--- config.mk ---
export PLATFORM = sky130hd
export DESIGN_NAME = coa_arbiter
export DESIGN_NICKNAME = d
export VERILOG_FILES = /design/src/design/coa_pkg.sv /design/src/design/coa_own_if.sv /design/src/design/coa_arbiter.sv /design/src/design/coa_single_owner.sv
export SDC_FILE = /design/constraint.sdc
export NUM_CORES = 1
export LEC_CHECK = 0
export BUFFER_PORTS_ARGS = -buffer_cell sky130_fd_sc_hd__buf_2
export CORE_ASPECT_RATIO = 0.8
export CORE_MARGIN = 2
export CORE_UTILIZATION = 40
export CTS_BUF_LIST = sky130_fd_sc_hd__clkbuf_4
export CTS_CLUSTER_DIAMETER = 100
export DETAILED_ROUTE_END_ITERATION = 8
export HOLD_SLACK_MARGIN = 0.15
export PLACE_DENSITY = 0.66
export SYNTH_ARGS = -nofsm -noshare
export SYNTH_HDL_FRONTEND = slang
export SYNTH_SLANG_ARGS = --single-unit
--- constraint.sdc ---
create_clock -name CLK -period 6.1 [get_ports CLK]
set_input_delay 0.305 -clock CLK [delete_from_list [all_inputs] [get_ports CLK]]
set_output_delay 0.305 -clock CLK [all_outputs]
set_load 0.05 [all_outputs]
--- src/design/coa_pkg.sv ---
// constants shared by the control ownership arbiter and its self-checking bench
// assumes a 32-bit classic wishbone slave port with byte addresses
package coa_pkg;

    // source layout: option board, six serial devices, software word
    localparam int NSRC = 8;
    localparam int CMD_W = 16;
    localparam int SRC_OPT = 0;
    localparam int SRC_SW = 7;
    localparam int SER_FIRST = 1;
    localparam int SER_LAST = 6;

    // command word bit positions, shared by all sources and the combined word
    localparam int CMD_STOP = 0;
    localparam int CMD_START = 1;
    localparam int CMD_JOG1 = 2;
    localparam int CMD_CLR_FAULT = 3;
    localparam int CMD_FWD = 4;
    localparam int CMD_REV = 5;
    localparam int CMD_JOG2 = 6;
    localparam int CMD_CLIM_STOP = 7;
    localparam int CMD_COAST = 8;
    localparam int CMD_RAMP_DIS = 9;
    localparam int CMD_FLUX = 10;
    localparam int CMD_TRIM = 11;
    localparam int CMD_REF_A = 12;
    localparam int CMD_REF_B = 13;
    localparam int CMD_REF_C = 14;
    localparam int CMD_RESET = 15;

    // register byte offsets
    localparam logic [7:0] ADR_PORT_MASK = 8'h00;
    localparam logic [7:0] ADR_DIR_REF_MASK = 8'h04;
    localparam logic [7:0] ADR_START_JOG_MASK = 8'h08;
    localparam logic [7:0] ADR_FAULT_RST_MASK = 8'h0C;
    localparam logic [7:0] ADR_OWN_DIR_REF = 8'h10;
    localparam logic [7:0] ADR_OWN_START_STOP = 8'h14;
    localparam logic [7:0] ADR_OWN_JOG = 8'h18;
    localparam logic [7:0] ADR_OWN_RAMP_CLR = 8'h1C;
    localparam logic [7:0] ADR_OWN_FLUX_TRIM = 8'h20;
    localparam logic [7:0] ADR_TWO_WIRE = 8'h24;
    localparam logic [7:0] ADR_SW_CMD = 8'h28;
    localparam logic [7:0] ADR_COMBINED = 8'h2C;
    localparam logic [7:0] ADR_DRIVE_STATE = 8'h30;

    // reset values and writable bits
    localparam logic [15:0] MASK_RESET = 16'hFFFF;
    localparam logic [15:0] TWO_WIRE_RESET = 16'h0000;
    localparam logic [15:0] TWO_WIRE_VALID = 16'h00FE;
    localparam logic [15:0] SW_CMD_RESET = 16'h0000;

    // drive state word bits
    localparam int ST_READY = 0;
    localparam int ST_RUNNING = 1;
    localparam int ST_DIR_REV = 2;
    localparam int ST_JOGGING = 3;
    localparam int ST_BLOCKED = 4;

endpackage

--- src/design/coa_own_if.sv ---
// request and owner vectors between the arbiter and a single-owner tracker
// assumes one bit per source in the package's source order
`timescale 1ns/1ps
interface coa_own_if;
    logic [7:0] req;
    logic [7:0] owner;
    modport arb (input req, output owner);
    modport user (output req, input owner);
endinterface

--- src/design/coa_arbiter.sv ---
// control ownership arbiter: merges eight command sources, tracks owners,
// applies masks and runs the 2-wire / 3-wire start logic
// assumes all source words and drive inputs are synchronous to CLK
`timescale 1ns/1ps
// Contract
// - accept commands from six serial devices, software word and option board together
// - reference and direction have one owner; other functions may have many
// - commanding source owns function; single-owner others ignored until owner releases
// - multi-owner start keeps running while any source still requests start
// - start and jog act on rising edge only, not level
// - requests left high after stopping block start and jog until all release
// - starts latched by default; two-wire select bits 1-7 make start maintained
// - 3-wire: momentary start sets run latch, stop clears it
// - a start edge counts only if all start inputs were low before
// - no start with stop open, enable open or fault; ready is state bit 0
// - 2-wire: both run inputs closed starts in last direction
// - 2-wire: run continues while any run input closed
// - opening the last closed 2-wire run input stops drive even if 3-wire started it
// - five read-only owner registers, two function bytes, one bit per source
// - owner byte placement per function across the five owner registers
// - source bit order: option board, serial 1-6, software word
// - stop is never masked; any source stops at any time
// - port mask gates all but stop; three masks gate direction/reference, start/jog, fault/reset
// - mask bit 0 disables, 1 enables the function for that source
// - all sources merge into one readable 16-bit combined command word
module coa_arbiter (
    input wire logic CLK,
    input wire logic RST,
    input wire logic WB_CYC_I,
    input wire logic WB_STB_I,
    input wire logic WB_WE_I,
    input wire logic [7:0] WB_ADR_I,
    input wire logic [3:0] WB_SEL_I,
    input wire logic [31:0] WB_DAT_I,
    output logic [31:0] WB_DAT_O,
    output logic WB_ACK_O,
    input wire logic [15:0] OPT_CMD,
    input wire logic [95:0] SER_CMD,
    input wire logic STOP_CLOSED,
    input wire logic ENABLE_CLOSED,
    input wire logic FAULT,
    output logic RUN_READY,
    output logic RUNNING,
    output logic DIRECTION_REV,
    output logic JOGGING,
    output logic [15:0] COMBINED_CMD
);

    // one bit per source for a given command bit
    function automatic logic [7:0] coa_column(input logic [7:0][15:0] w, input int b);
        logic [7:0] col;
        col = 8'h00;
        for (int i = 0; i < coa_pkg::NSRC; i++) begin
            col[i] = w[i][b];
        end
        return col;
    endfunction

    // byte-lane write into a 16-bit register
    function automatic logic [15:0] coa_write16(input logic [15:0] old, input logic [31:0] d,
                                                input logic [3:0] sel);
        logic [15:0] res;
        res = old;
        if (sel[0]) begin
            res[7:0] = d[7:0];
        end
        if (sel[1]) begin
            res[15:8] = d[15:8];
        end
        return res;
    endfunction

    ////////////////////////////////////////////////////////////////////////
    // registers and state

    logic [15:0] port_control_mask_reg;
    logic [15:0] direction_reference_mask_reg;
    logic [15:0] start_jog_mask_reg;
    logic [15:0] fault_reset_mask_reg;
    logic [15:0] two_wire_start_select_reg;
    logic [15:0] sw_cmd_reg;
    logic [7:0] own_stop_reg;
    logic [7:0] own_start_reg;
    logic [7:0] own_jog1_reg;
    logic [7:0] own_jog2_reg;
    logic [7:0] own_clr_reg;
    logic [7:0] own_ramp_reg;
    logic [7:0] own_flux_reg;
    logic [7:0] own_trim_reg;
    logic [7:0] all_req_prev_reg;
    logic [7:0] run2_prev_reg;
    logic block_reg;
    logic block_next;
    logic running_next;
    logic jogging_next;
    logic dir_next;
    logic [15:0] combined_next;

    ////////////////////////////////////////////////////////////////////////
    // source words gathered into one array in source order

    logic [7:0][15:0] src_cmd;

    assign src_cmd[coa_pkg::SRC_OPT] = OPT_CMD;
    assign src_cmd[coa_pkg::SRC_SW] = sw_cmd_reg;
    generate
        for (genvar g = coa_pkg::SER_FIRST; g <= coa_pkg::SER_LAST; g++) begin : g_ser
            assign src_cmd[g] = SER_CMD[(g - 1) * coa_pkg::CMD_W +: coa_pkg::CMD_W];
        end
    endgenerate

    ////////////////////////////////////////////////////////////////////////
    // masked requests per function; a 0 mask bit silences that source

    logic [7:0] port_en;
    logic [7:0] req_stop;
    logic [7:0] req_start;
    logic [7:0] req_jog1;
    logic [7:0] req_jog2;
    logic [7:0] req_dir;
    logic [7:0] req_ref;
    logic [7:0] req_clr;
    logic [7:0] req_reset;
    logic [7:0] req_ramp;
    logic [7:0] req_flux;
    logic [7:0] req_trim;
    logic [7:0] col_fwd;
    logic [7:0] col_rev;

    assign port_en = port_control_mask_reg[7:0];
    assign col_fwd = coa_column(src_cmd, coa_pkg::CMD_FWD);
    assign col_rev = coa_column(src_cmd, coa_pkg::CMD_REV);
    // stop bits bypass every mask so any source can halt the drive
    assign req_stop = coa_column(src_cmd, coa_pkg::CMD_STOP)
                    | coa_column(src_cmd, coa_pkg::CMD_CLIM_STOP)
                    | coa_column(src_cmd, coa_pkg::CMD_COAST);
    assign req_start = coa_column(src_cmd, coa_pkg::CMD_START) & port_en
                     & start_jog_mask_reg[15:8];
    assign req_jog1 = coa_column(src_cmd, coa_pkg::CMD_JOG1) & port_en
                    & start_jog_mask_reg[7:0];
    assign req_jog2 = coa_column(src_cmd, coa_pkg::CMD_JOG2) & port_en
                    & start_jog_mask_reg[7:0];
    assign req_dir = (col_fwd | col_rev) & port_en
                   & direction_reference_mask_reg[15:8];
    assign req_ref = (coa_column(src_cmd, coa_pkg::CMD_REF_A)
                    | coa_column(src_cmd, coa_pkg::CMD_REF_B)
                    | coa_column(src_cmd, coa_pkg::CMD_REF_C)) & port_en
                   & direction_reference_mask_reg[7:0];
    assign req_clr = coa_column(src_cmd, coa_pkg::CMD_CLR_FAULT) & port_en
                   & fault_reset_mask_reg[15:8];
    assign req_reset = coa_column(src_cmd, coa_pkg::CMD_RESET) & port_en
                     & fault_reset_mask_reg[7:0];
    assign req_ramp = coa_column(src_cmd, coa_pkg::CMD_RAMP_DIS) & port_en;
    assign req_flux = coa_column(src_cmd, coa_pkg::CMD_FLUX) & port_en;
    assign req_trim = coa_column(src_cmd, coa_pkg::CMD_TRIM) & port_en;

    ////////////////////////////////////////////////////////////////////////
    // single-owner functions: direction and speed reference

    coa_own_if dir_own ();
    coa_own_if ref_own ();

    assign dir_own.req = req_dir;
    assign ref_own.req = req_ref;

    coa_single_owner u_dir_owner (
        .clk(CLK),
        .rst(RST),
        .own(dir_own)
    );

    coa_single_owner u_ref_owner (
        .clk(CLK),
        .rst(RST),
        .own(ref_own)
    );

    // only the owner's forward/reverse bits steer direction
    logic own_fwd;
    logic own_rev;

    assign own_fwd = |(dir_own.owner & col_fwd & req_dir);
    assign own_rev = |(dir_own.owner & col_rev & req_dir);
    // both or neither closed keeps the last direction
    assign dir_next = (own_fwd && !own_rev) ? 1'b0
                    : (own_rev && !own_fwd) ? 1'b1 : DIRECTION_REV;

    ////////////////////////////////////////////////////////////////////////
    // start logic: 2-wire run levels and 3-wire latched starts

    logic [7:0] two_wire;
    logic [7:0] run2;
    logic [7:0] start3;
    logic [7:0] start_lvl;
    logic [7:0] jog_lvl;
    logic [7:0] all_req;
    logic rise_ok;
    logic start_event;
    logic jog_event;
    logic ready;
    logic run2_drop;
    logic stop_fall;

    assign two_wire = two_wire_start_select_reg[7:0];
    // 2-wire sources run on forward/reverse levels, gated like start
    assign run2 = two_wire & (col_fwd | col_rev) & port_en
                & start_jog_mask_reg[15:8];
    assign start3 = ~two_wire & req_start;
    assign start_lvl = run2 | start3;
    assign jog_lvl = req_jog1 | req_jog2;
    assign all_req = start_lvl | jog_lvl;
    // an edge only counts from an all-low state and outside the lockout
    assign rise_ok = (all_req_prev_reg == 8'h00) && !block_reg;
    assign start_event = rise_ok && (|start_lvl);
    assign jog_event = rise_ok && (|jog_lvl) && !RUNNING;
    assign ready = STOP_CLOSED && ENABLE_CLOSED && !FAULT && !(|req_stop);
    // last closed 2-wire run input opening stops even a 3-wire start
    assign run2_drop = (|run2_prev_reg) && !(|run2);

    // run latch: stop wins, then a 2-wire release, then a fresh start
    assign running_next = (!ready || run2_drop) ? 1'b0
                        : start_event ? 1'b1 : RUNNING;
    // jog runs only while held
    assign jogging_next = (!ready || !(|jog_lvl)) ? 1'b0
                        : jog_event ? 1'b1 : JOGGING;
    assign stop_fall = (RUNNING || JOGGING) && !(running_next || jogging_next);
    // requests still up when motion stops lock out start and jog
    assign block_next = (stop_fall && (|all_req)) ? 1'b1
                      : (all_req == 8'h00) ? 1'b0 : block_reg;

    ////////////////////////////////////////////////////////////////////////
    // combined command word in the common bit layout

    always_comb begin
        combined_next = 16'h0000;
        combined_next[coa_pkg::CMD_STOP] = |coa_column(src_cmd, coa_pkg::CMD_STOP);
        combined_next[coa_pkg::CMD_START] = |start_lvl;
        combined_next[coa_pkg::CMD_JOG1] = |req_jog1;
        combined_next[coa_pkg::CMD_CLR_FAULT] = |req_clr;
        combined_next[coa_pkg::CMD_FWD] = own_fwd;
        combined_next[coa_pkg::CMD_REV] = own_rev;
        combined_next[coa_pkg::CMD_JOG2] = |req_jog2;
        combined_next[coa_pkg::CMD_CLIM_STOP] = |coa_column(src_cmd, coa_pkg::CMD_CLIM_STOP);
        combined_next[coa_pkg::CMD_COAST] = |coa_column(src_cmd, coa_pkg::CMD_COAST);
        combined_next[coa_pkg::CMD_RAMP_DIS] = |req_ramp;
        combined_next[coa_pkg::CMD_FLUX] = |req_flux;
        combined_next[coa_pkg::CMD_TRIM] = |req_trim;
        // reference select comes from the single reference owner only
        combined_next[coa_pkg::CMD_REF_A] =
            |(ref_own.owner & coa_column(src_cmd, coa_pkg::CMD_REF_A) & req_ref);
        combined_next[coa_pkg::CMD_REF_B] =
            |(ref_own.owner & coa_column(src_cmd, coa_pkg::CMD_REF_B) & req_ref);
        combined_next[coa_pkg::CMD_REF_C] =
            |(ref_own.owner & coa_column(src_cmd, coa_pkg::CMD_REF_C) & req_ref);
        combined_next[coa_pkg::CMD_RESET] = |req_reset;
    end

    ////////////////////////////////////////////////////////////////////////
    // drive state, run latch and sampled request history

    always_ff @(posedge CLK or posedge RST) begin
        if (RST) begin
            RUNNING <= 1'b0;
            JOGGING <= 1'b0;
            DIRECTION_REV <= 1'b0;
            RUN_READY <= 1'b0;
            block_reg <= 1'b0;
            all_req_prev_reg <= 8'h00;
            run2_prev_reg <= 8'h00;
            COMBINED_CMD <= 16'h0000;
        end else begin
            RUNNING <= running_next;
            JOGGING <= jogging_next;
            DIRECTION_REV <= dir_next;
            RUN_READY <= ready;
            block_reg <= block_next;
            all_req_prev_reg <= all_req;
            run2_prev_reg <= run2;
            COMBINED_CMD <= combined_next;
        end
    end

    // multi-owner owner bytes: every commanding source is flagged
    always_ff @(posedge CLK or posedge RST) begin
        if (RST) begin
            own_stop_reg <= 8'h00;
            own_start_reg <= 8'h00;
            own_jog1_reg <= 8'h00;
            own_jog2_reg <= 8'h00;
            own_clr_reg <= 8'h00;
            own_ramp_reg <= 8'h00;
            own_flux_reg <= 8'h00;
            own_trim_reg <= 8'h00;
        end else begin
            own_stop_reg <= req_stop;
            own_start_reg <= start_lvl;
            own_jog1_reg <= req_jog1;
            own_jog2_reg <= req_jog2;
            own_clr_reg <= req_clr;
            own_ramp_reg <= req_ramp;
            own_flux_reg <= req_flux;
            own_trim_reg <= req_trim;
        end
    end

    ////////////////////////////////////////////////////////////////////////
    // wishbone slave: one wait state, ack for one cycle, unmapped reads zero

    logic wb_req;
    logic wb_wr;
    logic hit_port;
    logic hit_dir_ref;
    logic hit_start_jog;
    logic hit_fault_rst;
    logic hit_two_wire;
    logic hit_sw_cmd;
    logic [15:0] rd_data;
    logic [15:0] drive_state;

    assign wb_req = WB_CYC_I && WB_STB_I && !WB_ACK_O;
    assign wb_wr = wb_req && WB_WE_I;
    assign hit_port = WB_ADR_I[7:2] == coa_pkg::ADR_PORT_MASK[7:2];
    assign hit_dir_ref = WB_ADR_I[7:2] == coa_pkg::ADR_DIR_REF_MASK[7:2];
    assign hit_start_jog = WB_ADR_I[7:2] == coa_pkg::ADR_START_JOG_MASK[7:2];
    assign hit_fault_rst = WB_ADR_I[7:2] == coa_pkg::ADR_FAULT_RST_MASK[7:2];
    assign hit_two_wire = WB_ADR_I[7:2] == coa_pkg::ADR_TWO_WIRE[7:2];
    assign hit_sw_cmd = WB_ADR_I[7:2] == coa_pkg::ADR_SW_CMD[7:2];

    always_comb begin
        drive_state = 16'h0000;
        drive_state[coa_pkg::ST_READY] = RUN_READY;
        drive_state[coa_pkg::ST_RUNNING] = RUNNING;
        drive_state[coa_pkg::ST_DIR_REV] = DIRECTION_REV;
        drive_state[coa_pkg::ST_JOGGING] = JOGGING;
        drive_state[coa_pkg::ST_BLOCKED] = block_reg;
    end

    // read mux; owner words pair low and high function bytes
    always_comb begin
        case (WB_ADR_I[7:2])
            coa_pkg::ADR_PORT_MASK[7:2]: rd_data = port_control_mask_reg;
            coa_pkg::ADR_DIR_REF_MASK[7:2]: rd_data = direction_reference_mask_reg;
            coa_pkg::ADR_START_JOG_MASK[7:2]: rd_data = start_jog_mask_reg;
            coa_pkg::ADR_FAULT_RST_MASK[7:2]: rd_data = fault_reset_mask_reg;
            coa_pkg::ADR_OWN_DIR_REF[7:2]: rd_data = {dir_own.owner, ref_own.owner};
            coa_pkg::ADR_OWN_START_STOP[7:2]: rd_data = {own_start_reg, own_stop_reg};
            coa_pkg::ADR_OWN_JOG[7:2]: rd_data = {own_jog1_reg, own_jog2_reg};
            coa_pkg::ADR_OWN_RAMP_CLR[7:2]: rd_data = {own_ramp_reg, own_clr_reg};
            coa_pkg::ADR_OWN_FLUX_TRIM[7:2]: rd_data = {own_flux_reg, own_trim_reg};
            coa_pkg::ADR_TWO_WIRE[7:2]: rd_data = two_wire_start_select_reg;
            coa_pkg::ADR_SW_CMD[7:2]: rd_data = sw_cmd_reg;
            coa_pkg::ADR_COMBINED[7:2]: rd_data = COMBINED_CMD;
            coa_pkg::ADR_DRIVE_STATE[7:2]: rd_data = drive_state;
            default: rd_data = 16'h0000;
        endcase
    end

    // bus handshake and read data; owner registers ignore writes
    always_ff @(posedge CLK or posedge RST) begin
        if (RST) begin
            WB_ACK_O <= 1'b0;
            WB_DAT_O <= 32'h0000_0000;
        end else begin
            WB_ACK_O <= wb_req;
            WB_DAT_O <= wb_req ? {16'h0000, rd_data} : 32'h0000_0000;
        end
    end

    // writable registers; masks power up enabled so every source works
    always_ff @(posedge CLK or posedge RST) begin
        if (RST) begin
            port_control_mask_reg <= coa_pkg::MASK_RESET;
            direction_reference_mask_reg <= coa_pkg::MASK_RESET;
            start_jog_mask_reg <= coa_pkg::MASK_RESET;
            fault_reset_mask_reg <= coa_pkg::MASK_RESET;
            two_wire_start_select_reg <= coa_pkg::TWO_WIRE_RESET;
            sw_cmd_reg <= coa_pkg::SW_CMD_RESET;
        end else if (wb_wr) begin
            if (hit_port) begin
                port_control_mask_reg <= coa_write16(port_control_mask_reg, WB_DAT_I, WB_SEL_I);
            end
            if (hit_dir_ref) begin
                direction_reference_mask_reg <=
                    coa_write16(direction_reference_mask_reg, WB_DAT_I, WB_SEL_I);
            end
            if (hit_start_jog) begin
                start_jog_mask_reg <= coa_write16(start_jog_mask_reg, WB_DAT_I, WB_SEL_I);
            end
            if (hit_fault_rst) begin
                fault_reset_mask_reg <= coa_write16(fault_reset_mask_reg, WB_DAT_I, WB_SEL_I);
            end
            // option board bit and upper byte cannot select 2-wire
            if (hit_two_wire) begin
                two_wire_start_select_reg <= coa_write16(two_wire_start_select_reg, WB_DAT_I,
                    WB_SEL_I) & coa_pkg::TWO_WIRE_VALID;
            end
            if (hit_sw_cmd) begin
                sw_cmd_reg <= coa_write16(sw_cmd_reg, WB_DAT_I, WB_SEL_I);
            end
        end
    end

endmodule

--- src/design/coa_single_owner.sv ---
// one-owner tracker: a source keeps a function while it commands it
// assumes requests are already masked and synchronous to clk
`timescale 1ns/1ps
module coa_single_owner (
    input wire logic clk,
    input wire logic rst,
    coa_own_if.arb own
);

    logic [7:0] owner_reg;
    logic [7:0] owner_next;
    logic keep;
    logic [7:0] lowest;

    // the holder stays while it still asks; otherwise the lowest asking source wins
    assign keep = |(owner_reg & own.req);
    assign lowest = own.req & 8'(~own.req + 8'h01);
    assign owner_next = keep ? owner_reg : lowest;
    assign own.owner = owner_reg;

    ////////////////////////////////////////////////////////////////////////
    // owner register, empty after reset
    always_ff @(posedge clk or posedge rst) begin
        if (rst) begin
            owner_reg <= 8'h00;
        end else begin
            owner_reg <= owner_next;
        end
    end

endmodule

Word-level counts from Yosys, hierarchy flattened
Cells that the tools add are included.
{"block": "totals", "register_bits": 221, "in_bits": 164, "out_inout_bits": 53}
{"block": "classes", "n_addsub": 2, "eq_ne": 12, "muxes": 10, "n_bitwise": 46, "n_reduce_logical": 69}
{"op": "$and 8x8->8", "count": 35}
{"op": "$pmux 16 s13", "count": 1}
{"op": "$reduce_or 8->1", "count": 23}
{"op": "$or 8x8->8", "count": 8}
{"op": "$reduce_and 3->1", "count": 11}
{"op": "$eq 6x4->1 const B", "count": 5}
{"op": "$eq 6x3->1 const B", "count": 4}
{"op": "$not 8->8", "count": 3}
{"op": "$add 8x1->8 const B", "count": 2}
{"op": "$logic_not 8->1", "count": 2}
{"op": "$mux 16", "count": 1}
{"op": "$logic_and 1x1->1", "count": 15}
{"op": "$eq 6x2->1 const B", "count": 2}
{"op": "$logic_not 1->1", "count": 11}
{"op": "$mux 1", "count": 8}
{"op": "$eq 6x1->1 const B", "count": 1}
{"op": "$logic_not 6->1", "count": 1}
{"op": "$logic_or 1x1->1", "count": 4}
{"op": "$reduce_bool 2->1", "count": 2}

Logic depth before layout (Yosys ltp)
Gate-level depths: netlist (run 1).
{"block": "logic_depth", "depth_word": 14, "mapped_depth": 8, "ltp_nobuf": 7}

By module
From an unflattened synthesis (run 1), not the netlist that was laid out.
{"block": "hier_totals", "hier_cells": 830, "hier_area_um2": 10642.7}
{"module": "coa_arbiter", "instances": 1, "cells_per_inst": 766, "area_each_um2": 9764.4, "seq_area_each_um2": 5185.0}
{"module": "coa_single_owner", "instances": 2, "cells_per_inst": 32, "area_each_um2": 439.2, "seq_area_each_um2": 200.2}

Worst setup path before layout (run 1)
Ideal clock, no wire load.
{"block": "synth_path", "path_kind": "register to register", "startpoint": "register sw_cmd_reg[8]", "endpoint": "register block_reg", "setup_time_ns": 0.122, "t_arrival_ns": 1.893, "setup_slack_ns": 4.086, "stages_incl_launch_ff": 6, "period_less_slack_ns": 2.014, "cell_sequence": "dfrtp_1 or3_4 or4_4 nor4_4 nand3b_1 a32o_1"}
{"block": "synth_via", "elab_chain_len": 12}
{"item": "start: declaration", "line": "coa_arbiter.sv:81", "text": "logic [15:0] sw_cmd_reg;"}
{"item": "start signal: assignment", "line": "coa_arbiter.sv:377", "text": "sw_cmd_reg <= coa_pkg::SW_CMD_RESET;"}
{"item": "start signal: assignment", "line": "coa_arbiter.sv:398", "text": "sw_cmd_reg <= coa_write16(sw_cmd_reg, WB_DAT_I, WB_SEL_I);"}
{"item": "$or 8x8->8 *", "line": "coa_arbiter.sv:136", "text": "| coa_column(src_cmd, coa_pkg::CMD_COAST);"}
{"item": "via req_stop[7]", "line": "coa_arbiter.sv:116", "text": "logic [7:0] req_stop;"}
{"item": "$reduce_or 8->1 *", "line": "coa_arbiter.sv:216", "text": "assign ready = STOP_CLOSED && ENABLE_CLOSED && !FAULT && !(|req_stop);"}
{"item": "$logic_not 1->1 *", "line": "coa_arbiter.sv:216"}
{"item": "$logic_and 1x1->1 *", "line": "coa_arbiter.sv:216"}
{"item": "via ready", "line": "coa_arbiter.sv:200", "text": "logic ready;"}
{"item": "$logic_not 1->1 *", "line": "coa_arbiter.sv:221, coa_arbiter.sv:224"}
{"item": "$logic_or 1x1->1 (on tied branches)", "line": "coa_arbiter.sv:221, coa_arbiter.sv:224"}
{"item": "$mux 1 (on tied branches)", "line": "coa_arbiter.sv:221, coa_arbiter.sv:224"}
{"item": "$logic_or 1x1->1 *", "line": "coa_arbiter.sv:226", "text": "assign stop_fall = (RUNNING || JOGGING) && !(running_next || jogging_next);"}
{"item": "$logic_not 1->1 *", "line": "coa_arbiter.sv:226"}
{"item": "$logic_and 1x1->1 *", "line": "coa_arbiter.sv:226"}
{"item": "$logic_and 1x1->1 *", "line": "coa_arbiter.sv:228", "text": "assign block_next = (stop_fall && (|all_req)) ? 1'b1"}
{"item": "$mux 1 or $reduce_bool 2->1 (tied branches)"}
{"item": "end signal: assignment", "line": "coa_arbiter.sv:276", "text": "block_reg <= block_next;"}
{"item": "end: declaration", "line": "coa_arbiter.sv:92", "text": "logic block_reg;"}
Mark *: on every way through the listed nets, which the timed path passes. The rest lies on a longest branch.
A chain may end at the register's enable or synchronous reset.

Worst setup path after layout (run 1)
Ends and elaborated chain as after synthesis.

==> impl_metrics.env, run 1 <==
export IMPL_area_growth_pct=32.7
export IMPL_ys_ff_latch=220
export IMPL_antenna_found_initial=4
export IMPL_num_vias=8931
export IMPL_synth_warnings=0
export IMPL_core_area_sq_um=24300
export IMPL_grt_overflow=0
export IMPL_avgRoutedWirePerCell_um=24.3
export IMPL_layout_commonest_cell="buf_2"
export IMPL_firstDrtPassIters=6
export IMPL_power_switching_uw=765
export IMPL_ys_seq_area_frac=0.565
export IMPL_slew_headroom=0.319
export IMPL_cts_resized=0
export IMPL_grt_pass1_wl_um=55200
export IMPL_drive_above_1_share=0.367
export IMPL_row_count=51
export IMPL_p_clk_frac=0.416
export IMPL_avgSynthCellArea_sq_um=12.0
export IMPL_clockBufferDepth=3
export IMPL_initial_core_util=0.406
export IMPL_rsz0062_at_grt="no"
export IMPL_intPower_uw=2230
export IMPL_antenna_left=0
export IMPL_critPathKind="flop to flop"
export IMPL_seqPwrFrac=0.506
export IMPL_io_buffers=180
export IMPL_ir_drop_uv=127
export IMPL_crit_fanout=4
export IMPL_final_cell_mix="buf_2 (180), dfrtp_1 (156), dlygate4sd3_1 (137), mux2_2 (89), clkbuf_4 (79)"
export IMPL_yosys_area_top_type_share=0.395
export IMPL_fin_worst_skew_ns=0.0632
export IMPL_fin_nets=1338
export IMPL_track_usage=0.288
export IMPL_finalHoldViolCount=0
export IMPL_syn_area_sq_um=9880
export IMPL_die_w_um=180
export IMPL_critPathRequiredTime_ns=6.68
export IMPL_setup_viol=0
export IMPL_synthArstFlopShare=1.00
export IMPL_max_freq_ghz=0.297
export IMPL_die_area_sq_um=26000
export IMPL_drt_iter0_markers=994
export IMPL_cts_tree="built"
export IMPL_cts_root_buf="clkbuf_4"
export IMPL_endpoint_kind="flop"
export IMPL_synth_edf_count=0
export IMPL_tightest_slew_ns=1.02
export IMPL_cp_arrival_ns=3.95
export IMPL_synthFlopType="dfrtp_1"
export IMPL_vias_per_cell=5.81
export IMPL_dp_hpwl_um=26200
export IMPL_cts_clk_slew_worst_paths_ns=0.08
export IMPL_synth_area_leaders="dfrtp_1 (40%), dfstp_2 (17%), mux2_2 (10%)"
export IMPL_finalSetupTns_ns=0
export IMPL_cts_buffers=53
export IMPL_drc=0
export IMPL_place_gp_congestion=0.908
export IMPL_synth_top_area_cell="dfrtp_1"
export IMPL_switching_share=0.256
export IMPL_ctsHtreeMaxLevel=2
export IMPL_crit_path_start_kind="flop"
export IMPL_hold_ws_ns=0.183
export IMPL_cap_violations=0
export IMPL_synth_distinct_cells=61
export IMPL_cts_sinks=220
export IMPL_num_io_pins=217
export IMPL_fillCellCount=2127
export IMPL_p_leak_uw=0.00633
export IMPL_die_height_um=145
export IMPL_slew_viol_final=0
export IMPL_grt_pass1_vias=8977
export IMPL_totalWireLength_um=37300
export IMPL_power_frac_comb=0.077
export IMPL_clock_latency_ns=0.69
export IMPL_grt_max_degree=182
export IMPL_status="completed"
export IMPL_hold_class="input pin to flop"
export IMPL_powerDensity_nw_per_um2=228
export IMPL_fin_crit_sh=0.553
export IMPL_finalCriticalPeriod_ns=3.37
export IMPL_postSynthCellCount=826
-- final timing paths --
| check | cells after the start | from | endpoint | slack, ns |
|---|---|---|---|---|
| max | 7 | sw_cmd_reg[8]$_DFFE_PP0P_ | block_reg$_DFFE_PP0P_ | 2.73 |
| min | 4 | SER_CMD[33] | all_req_prev_reg[3]$_DFF_PP0_ | 0.18 |
| max reg2reg | 7 | sw_cmd_reg[8]$_DFFE_PP0P_ | block_reg$_DFFE_PP0P_ | 2.73 |
| min reg2reg | 1 | WB_ACK_O$_DFF_PP0_ | WB_ACK_O$_DFF_PP0_ | 0.52 |
| max in group asynchronous | 4 | RST | u_ref_owner.own.owner[1]$_DFFE_PP0N_ | 4.29 |
| min in group asynchronous | 3 | RST | WB_ACK_O$_DFF_PP0_ | 0.31 |
-- critical path, stage by stage (launching register included) --
cell and delay [ns]:
dfrtp_1 0.46, or3_4 0.42, or4_4 0.47, dlygate4sd3_1 0.60, nor4_4 0.31, dlygate4sd3_1 0.67, nand3_1 0.12, a32o_1 0.24
-- cells by family after synthesis --
| family | Yosys count | share of synthesized area |
|---|---|---|
| simple gates | 292 | 0.168 |
| flops | 220 | 0.565 |
| compound gates | 160 | 0.129 |
| mux | 92 | 0.105 |
| buf+inv | 60 | 0.0309 |
| fa+ha+maj | 1 | 0.00127 |
| other cells | 1 | 0.000379 |
-- layout make-up --
type                       count  area (sq um)  area share
clock inverter                21           108     0.00821
sequential                   220          5590       0.426
multi-input combinational    561          4050       0.309
timing repair buffer         320          2310       0.176
inverter                      17          67.6     0.00515
antenna                        2          5.00    0.000382
clock buffer                  79           593      0.0452
tap                          318           398      0.0303
-- layer usage --
metal,GRT usage,wire [um]
met1,0.404,16000
met4,0.0941,935
met3,0.0929,4650
met2,0.423,15700
met5,0,0
-- per-stage QoR --
step	instance area, sq um	setup slack (ns)	power, uW	utilization	instances
6_report	13100	2.73	2990	0.539	1538
5_1_grt	13100	2.68	3110	0.539	1537
4_1_cts	13100	2.73	3000	0.539	1536
3_5_place_dp	11000	3.27	1710	0.454	1299
3_3_place_gp	11000	3.29	1710	0.454	1299
2_1_floorplan	9940	2.98	1620	-	841
-- power groups by stage --
stage,Combinational [uW],Clock [uW],Sequential [uW]
after detailed placement,176,0,1540
after floorplan,88.0,0,1530
final,230,1250,1510
after global placement,175,0,1540
after global routing,249,1340,1520
after CTS,228,1260,1510
-- cell usage after synthesis, types with 5 or more instances --
cell type,number
or2_2,5
a22o_1,14
dfstp_2,64
nand4_1,16
and3_1,42
a22oi_1,38
dfrtp_1,156
nor4_1,10
a21oi_1,13
mux2_2,89
a31oi_1,5
o211ai_1,12
buf_2,10
or3_1,14
inv_1,17
nor2_4,5
o31ai_1,7
nor2_1,37
nand3_1,25
a222oi_1,24
nor3_1,13
nand2_1,50
nor2_2,7
and2_1,29
nor3b_1,7
clkbuf_1,15
or4_1,10
a221oi_1,15
buf_4,18
-- what timing repair did --
| action | in CTS | in global routing |
|---|---|---|
| hold buffers | 137 | 0 |
| setup buffers | 0 | 0 |
| endpoints found under the hold margin | 225 | 0 |
No activity file was read; power rests on OpenSTA's default activity.
==> run 2, diff against run 1 <==
PLACE_DENSITY = 0.64   (was 0.66)
clock period = 3.4 ns   (was 6.1 ns; I/O delays follow)
==> impl_metrics.env, run 2 (same netlist as run 1, synthesis figures left out) <==
export IMPL_crit_path_start_kind="input pin"
export IMPL_totalWireLength_um=38600
export IMPL_place_gp_congestion=0.930
export IMPL_hold_class="input pin to flop"
export IMPL_finalCriticalPeriod_ns=3.18
export IMPL_max_freq_ghz=0.314
export IMPL_finalInstanceArea_sq_um=13400
export IMPL_placed_area_sq_um=11200
export IMPL_die_area_sq_um=26000
export IMPL_postCtsSetupBuffers=0
export IMPL_cts_clk_slew_worst_paths_ns=0.08
export IMPL_row_count=51
export IMPL_tightest_slew_ns=1.05
export IMPL_final_setup_worst_slack_ns=0.220
export IMPL_die_height_um=145
export IMPL_core_area_sq_um=24300
export IMPL_num_vias=9216
export IMPL_cts_root_buf="clkbuf_4"
export IMPL_finalHoldViolCount=0
export IMPL_power_frac_comb=0.080
export IMPL_die_w_um=180
export IMPL_hold_start="SER_CMD[30]"
export IMPL_num_io_pins=217
export IMPL_p_leak_uw=0.00652
export IMPL_power_switching_uw=1400
export IMPL_area_growth_pct=35.8
export IMPL_powerDensity_nw_per_um2=409
export IMPL_dp_hpwl_um=27400
export IMPL_critPathRequiredTime_ns=3.99
export IMPL_layout_commonest_cell="buf_2"
export IMPL_final_cell_mix="buf_2 (180), dfrtp_1 (156), dlygate4sd3_1 (153), clkbuf_4 (93), mux2_2 (89)"
export IMPL_grt_pass1_wl_um=56700
export IMPL_fin_nets=1372
export IMPL_place_ws_ns=0.851
export IMPL_track_usage=0.296
export IMPL_cts_sinks=220
export IMPL_cts_buffers=54
export IMPL_crit_fanout=4
export IMPL_p_clk_frac=0.426
export IMPL_clock_latency_ns=0.69
export IMPL_grt_overflow=0
export IMPL_rr_startpoint="port_control_mask_reg[1]$_DFFE_PP1P_"
export IMPL_ir_drop_uv=245
export IMPL_grt_max_degree=71
export IMPL_avgRoutedWirePerCell_um=24.6
export IMPL_setup_viol=0
export IMPL_fin_worst_skew_ns=0.0385
export IMPL_ctsHoldBuffers=153
export IMPL_hold_path_cell_count=7
export IMPL_fillCellCount=2122
export IMPL_cts_tree="built"
export IMPL_clockBufferDepth=3
export IMPL_rsz0062_at_grt="no"
export IMPL_slew_headroom=0.301
export IMPL_slew_viol_final=0
export IMPL_drt_iter0_markers=1022
export IMPL_cap_violations=0
export IMPL_status="completed"
export IMPL_critPathKind="input pin to flop"
export IMPL_switching_share=0.256
export IMPL_grt_pass1_vias=9280
export IMPL_drc=0
export IMPL_antenna_cells=0
export IMPL_firstDrtPassIters=6
export IMPL_vias_per_cell=5.87
export IMPL_finalSetupTns_ns=0
export IMPL_worstRegToRegCells=6
export IMPL_cp_arrival_ns=3.77
export IMPL_antenna_left=0
export IMPL_intPower_uw=4080
export IMPL_io_buffers=180
export IMPL_endpoint_kind="flop"
export IMPL_seqPwrFrac=0.495
export IMPL_initial_core_util=0.406
export IMPL_drive_above_1_share=0.379
export IMPL_fin_crit_sh=0.935
export IMPL_ctsHtreeMaxLevel=2
export IMPL_cts_resized=0
export IMPL_antenna_found_initial=3
export IMPL_startpoint="SER_CMD[87]"
run 2: cell types whose count changed in the layout (fill, tap and decap cells not counted):
cell           previous run  this run
inv_2                     1         0
clkinv_2                  2         1
bufinv_16                 1         0
dlygate4sd3_1           137       153
clkbuf_4                 79        93
buf_4                     2        19
diode_2                   2         0
clkinv_1                 17         7
run 2: final timing paths:
check | slack, ns | end
setup reg to reg | 0.28 | u_ref_owner.own.owner[3]$_DFFE_PP0N_
setup / recovery | 0.22 | block_reg$_DFFE_PP0P_
max in group asynchronous | 2.10 | u_dir_owner.own.owner[3]$_DFFE_PP0N_
min in group asynchronous | 0.26 | WB_ACK_O$_DFF_PP0_
hold / removal | 0.20 | u_ref_owner.own.owner[5]$_DFFE_PP0N_
hold reg to reg | 0.52 | WB_ACK_O$_DFF_PP0_
run 2: power by group through the flow:
stage,combinational (uW),clock [uW],sequential [uW]
finish,437,2330,2710
global route,470,2500,2710
CTS,432,2360,2710
detailed placement,330,0,2760
global placement,327,0,2760
floorplan,158,0,2750
run 2: area by class of cell:
cell class / count / area, sq um / share of cell area
Clock buffer: 93 / 698 / 0.0520
Clock inverter: 8 / 31.3 / 0.00233
Inverter: 17 / 67.6 / 0.00503
Multi-Input combinational cell: 561 / 4050 / 0.302
Sequential cell: 220 / 5590 / 0.416
Tap cell: 318 / 398 / 0.0296
Timing Repair Buffer: 353 / 2590 / 0.193
run 2: critical path, stage by stage:
cell and delay (ns):
dlygate4sd3_1 0.53, buf_2 0.13, or3_4 0.35, dlygate4sd3_1 0.58
or4_4 0.51, dlygate4sd3_1 0.61, nor4_4 0.45, nand3_1 0.18
a32o_1 0.26
run 2: routing by layer:
layer | routed length (um) | up-vias | GRT usage
met2 | 16100 | 664 | 0.431
met3 | 5250 | 107 | 0.111
met1 | 15800 | 4522 | 0.399
met5 | 18 | - | 0
met4 | 1430 | 2 | 0.120
li1 | - | 3921 | -
run 2: metrics by stage:
step,hold slack [ns],utilization,cells,power [uW]
2_1_floorplan,0.275,-,841,2910
3_3_place_gp,0.384,0.459,1316,3080
3_5_place_dp,0.381,0.459,1316,3090
4_1_cts,0.170,0.552,1570,5500
5_1_grt,0.231,0.552,1570,5680
6_report,0.202,0.552,1570,5480
==> run 3, diff against run 2 <==
ABC_AREA = 1   (was default)
PLACE_DENSITY = 0.63   (was 0.64)
==> impl_metrics.env, run 3 <==
export IMPL_status="completed"
export IMPL_endpoint_kind="flop"
export IMPL_place_ws_ns=1.26
export IMPL_tightest_slew_ns=0.748
export IMPL_cts_buffers=53
export IMPL_ir_drop_uv=217
export IMPL_cp_cell_sequence="dlygate4sd3_1, buf_2, nor2_1, dlygate4sd3_1, nand2_1, dlygate4sd3_1, nand3_1, nor2_1, a221oi_1, dlygate4sd3_1, nand2_1, dlygate4sd3_1"
export IMPL_clock_latency_ns=0.72
export IMPL_drc=0
export IMPL_rsz0062_at_grt="no"
export IMPL_synth_distinct_cells=41
export IMPL_layout_commonest_cell="nand2_1"
export IMPL_clockBufferDepth=3
export IMPL_setup_viol=0
export IMPL_path_depth=12
export IMPL_holdPathEnd="fault_reset_mask_reg[9]$_DFFE_PP1P_"
export IMPL_finalInstanceArea_sq_um=13900
export IMPL_antenna_left=0
export IMPL_vias_per_cell=5.16
export IMPL_placed_area_sq_um=11600
export IMPL_slew_viol_final=0
export IMPL_track_usage=0.294
export IMPL_core_area_sq_um=25500
export IMPL_worstRegToRegCells=9
export IMPL_ys_seq_area_frac=0.534
export IMPL_max_stage_delay_ns=0.60
export IMPL_finalSetupTns_ns=0
export IMPL_cts_root_buf="clkbuf_4"
export IMPL_cap_violations=0
export IMPL_drive_above_1_share=0.219
export IMPL_cts_tree="built"
export IMPL_cp_slowest_cell="dlygate4sd3_1"
export IMPL_dp_hpwl_um=28600
export IMPL_cts_resized=0
export IMPL_synth_top_area_cell="dfrtp_1"
export IMPL_grt_pass1_vias=10400
export IMPL_cp_num_buf_inv=6
export IMPL_regToRegSetupSlack_ns=0.18
export IMPL_hold_path_cell_count=4
export IMPL_antenna_found_initial=1
export IMPL_area_growth_pct=32.9
export IMPL_finalHoldViolCount=0
export IMPL_synth_area_leaders="dfrtp_1 (37%), dfstp_2 (16%), nand2_1 (15%)"
export IMPL_crit_family="buffers and inverters"
export IMPL_synthTopCellsByCount="nand2_1 (406), inv_1 (173), dfrtp_1 (156)"
export IMPL_yosysMostFrequentCell="nand2_1"
export IMPL_num_vias=10600
export IMPL_crit_path_start_kind="input pin"
export IMPL_ctsHtreeMaxLevel=2
export IMPL_path_common_cell="dlygate4sd3_1"
export IMPL_die_height_um=149
export IMPL_synthArstFlopShare=1.00
export IMPL_fin_nets=1830
export IMPL_totalWireLength_um=40100
export IMPL_drt_iter0_markers=1069
export IMPL_synth_warnings=0
export IMPL_max_freq_ghz=0.310
export IMPL_critPathRequiredTime_ns=3.96
export IMPL_initial_core_util=0.410
export IMPL_grt_overflow=0
export IMPL_io_buffers=180
export IMPL_critPathKind="input pin to flop"
export IMPL_synthFlopType="dfrtp_1"
export IMPL_final_cell_mix="nand2_1 (406), buf_2 (180), inv_1 (172), dfrtp_1 (156), dlygate4sd3_1 (149)"
export IMPL_avgSynthCellArea_sq_um=8.00
export IMPL_fin_worst_skew_ns=0.0688
export IMPL_avgRoutedWirePerCell_um=19.4
export IMPL_cp_arrival_ns=3.78
export IMPL_finalCriticalPeriod_ns=3.22
export IMPL_synth_edf_count=0
export IMPL_p_leak_uw=0.00712
export IMPL_die_w_um=185
export IMPL_die_area_sq_um=27400
export IMPL_rr_startpoint="port_control_mask_reg[6]$_DFFE_PP1P_"
export IMPL_final_setup_worst_slack_ns=0.175
export IMPL_powerDensity_nw_per_um2=403
export IMPL_firstDrtPassIters=5
export IMPL_hold_class="input pin to flop"
export IMPL_hold_start="WB_WE_I"
export IMPL_postCtsSetupBuffers=0
export IMPL_row_count=52
export IMPL_slew_headroom=0.500
export IMPL_cts_sinks=220
export IMPL_place_gp_congestion=0.948
export IMPL_final_util=0.544
export IMPL_grt_pass1_wl_um=59800
export IMPL_yosys_area_top_type_share=0.374
export IMPL_syn_area_sq_um=10500
export IMPL_crit_fanout=3
export IMPL_fin_crit_sh=0.948
export IMPL_num_io_pins=217
export IMPL_p_total_uw=5600
export IMPL_grt_max_degree=85
export IMPL_cts_clk_slew_worst_paths_ns=0.07
export IMPL_reg2reg_to="DIRECTION_REV$_DFFE_PP0P_"
export IMPL_ys_ff_latch=220
export IMPL_postSynthCellCount=1307
run 3: layout make-up:
type	count	area [sq um]
clock buffers	85	638
clock inverters	15	109
diodes	1	2.50
well taps	351	439
inverters	190	717
multi-input cells	866	3940
fillers	2408	11600
repair buffers	334	2450
flip-flops and latches	220	5590
run 3: cells by family (layout without fill, tap and decap cells):
kind of cell             count (synthesis)  count (layout)  share of synthesized area
AND/OR/NAND/NOR                        652             652                      0.263
buffers and inverters                  236             624                     0.0941
adder cells (fa/ha/maj)                  1               1                    0.00120
AO/OA/AOI/OAI                          197             197                      0.107
other                                    1              17                   0.000359
flip-flops                             220             220                      0.534
run 3: layer usage:
| metal | vias to the layer above | GRT usage | routed length (um) |
|---|---|---|---|
| met5 | - | 0 | 0 |
| met4 | 0 | 0.102 | 1280 |
| met3 | 93 | 0.0730 | 4040 |
| met2 | 614 | 0.444 | 17600 |
| met1 | 5024 | 0.412 | 17200 |
| li1 | 4909 | - | - |
run 3: worst reg2reg max path: cells and delay by family, from the launching register on:
family,cells,cell delay (ns)
AOI/OAI and AO/OA,2,0.21
adders and majority gates,1,0.25
buffers and inverters,2,1.19
DFF,1,0.80
and+or+nand+nor,4,0.65
run 3: timing repair:
action,in CTS,in global routing
endpoints found under the setup margin,0,1
endpoints found under the hold margin,247,1
hold buffers,149,1
run 3: where the power goes:
part	internal [uW]	leakage [uW]	switching [uW]
registers	2670	0.00279	43.1
logic	197	0.00389	288
clock network	1280	0.000442	1120
run 3: stage by stage:
step           instances  hold WS [ns]
3_3_place_gp        1812         0.322
2_1_floorplan       1322         0.267
4_1_cts             2061         0.154
3_5_place_dp        1812         0.324
6_report            2062         0.198
5_1_grt             2062         0.211
run 3: worst max-delay path by stage:
stage	from	endpoint	slack [ns]
2_1_floorplan	RST	COMBINED_CMD[0]$_DFF_PP0_	0.41
4_1_cts	SER_CMD[85]	DIRECTION_REV$_DFFE_PP0P_	0.08
5_1_grt	port_control_mask_reg[6]$_DFFE_PP1P_	DIRECTION_REV$_DFFE_PP0P_	0.08
3_5_place_dp	sw_cmd_reg[4]$_DFFE_PP0P_	DIRECTION_REV$_DFFE_PP0P_	1.26
6_report	SER_CMD[76]	COMBINED_CMD[12]$_DFF_PP0_	0.18
3_3_place_gp	port_control_mask_reg[0]$_DFFE_PP1P_	DIRECTION_REV$_DFFE_PP0P_	1.28
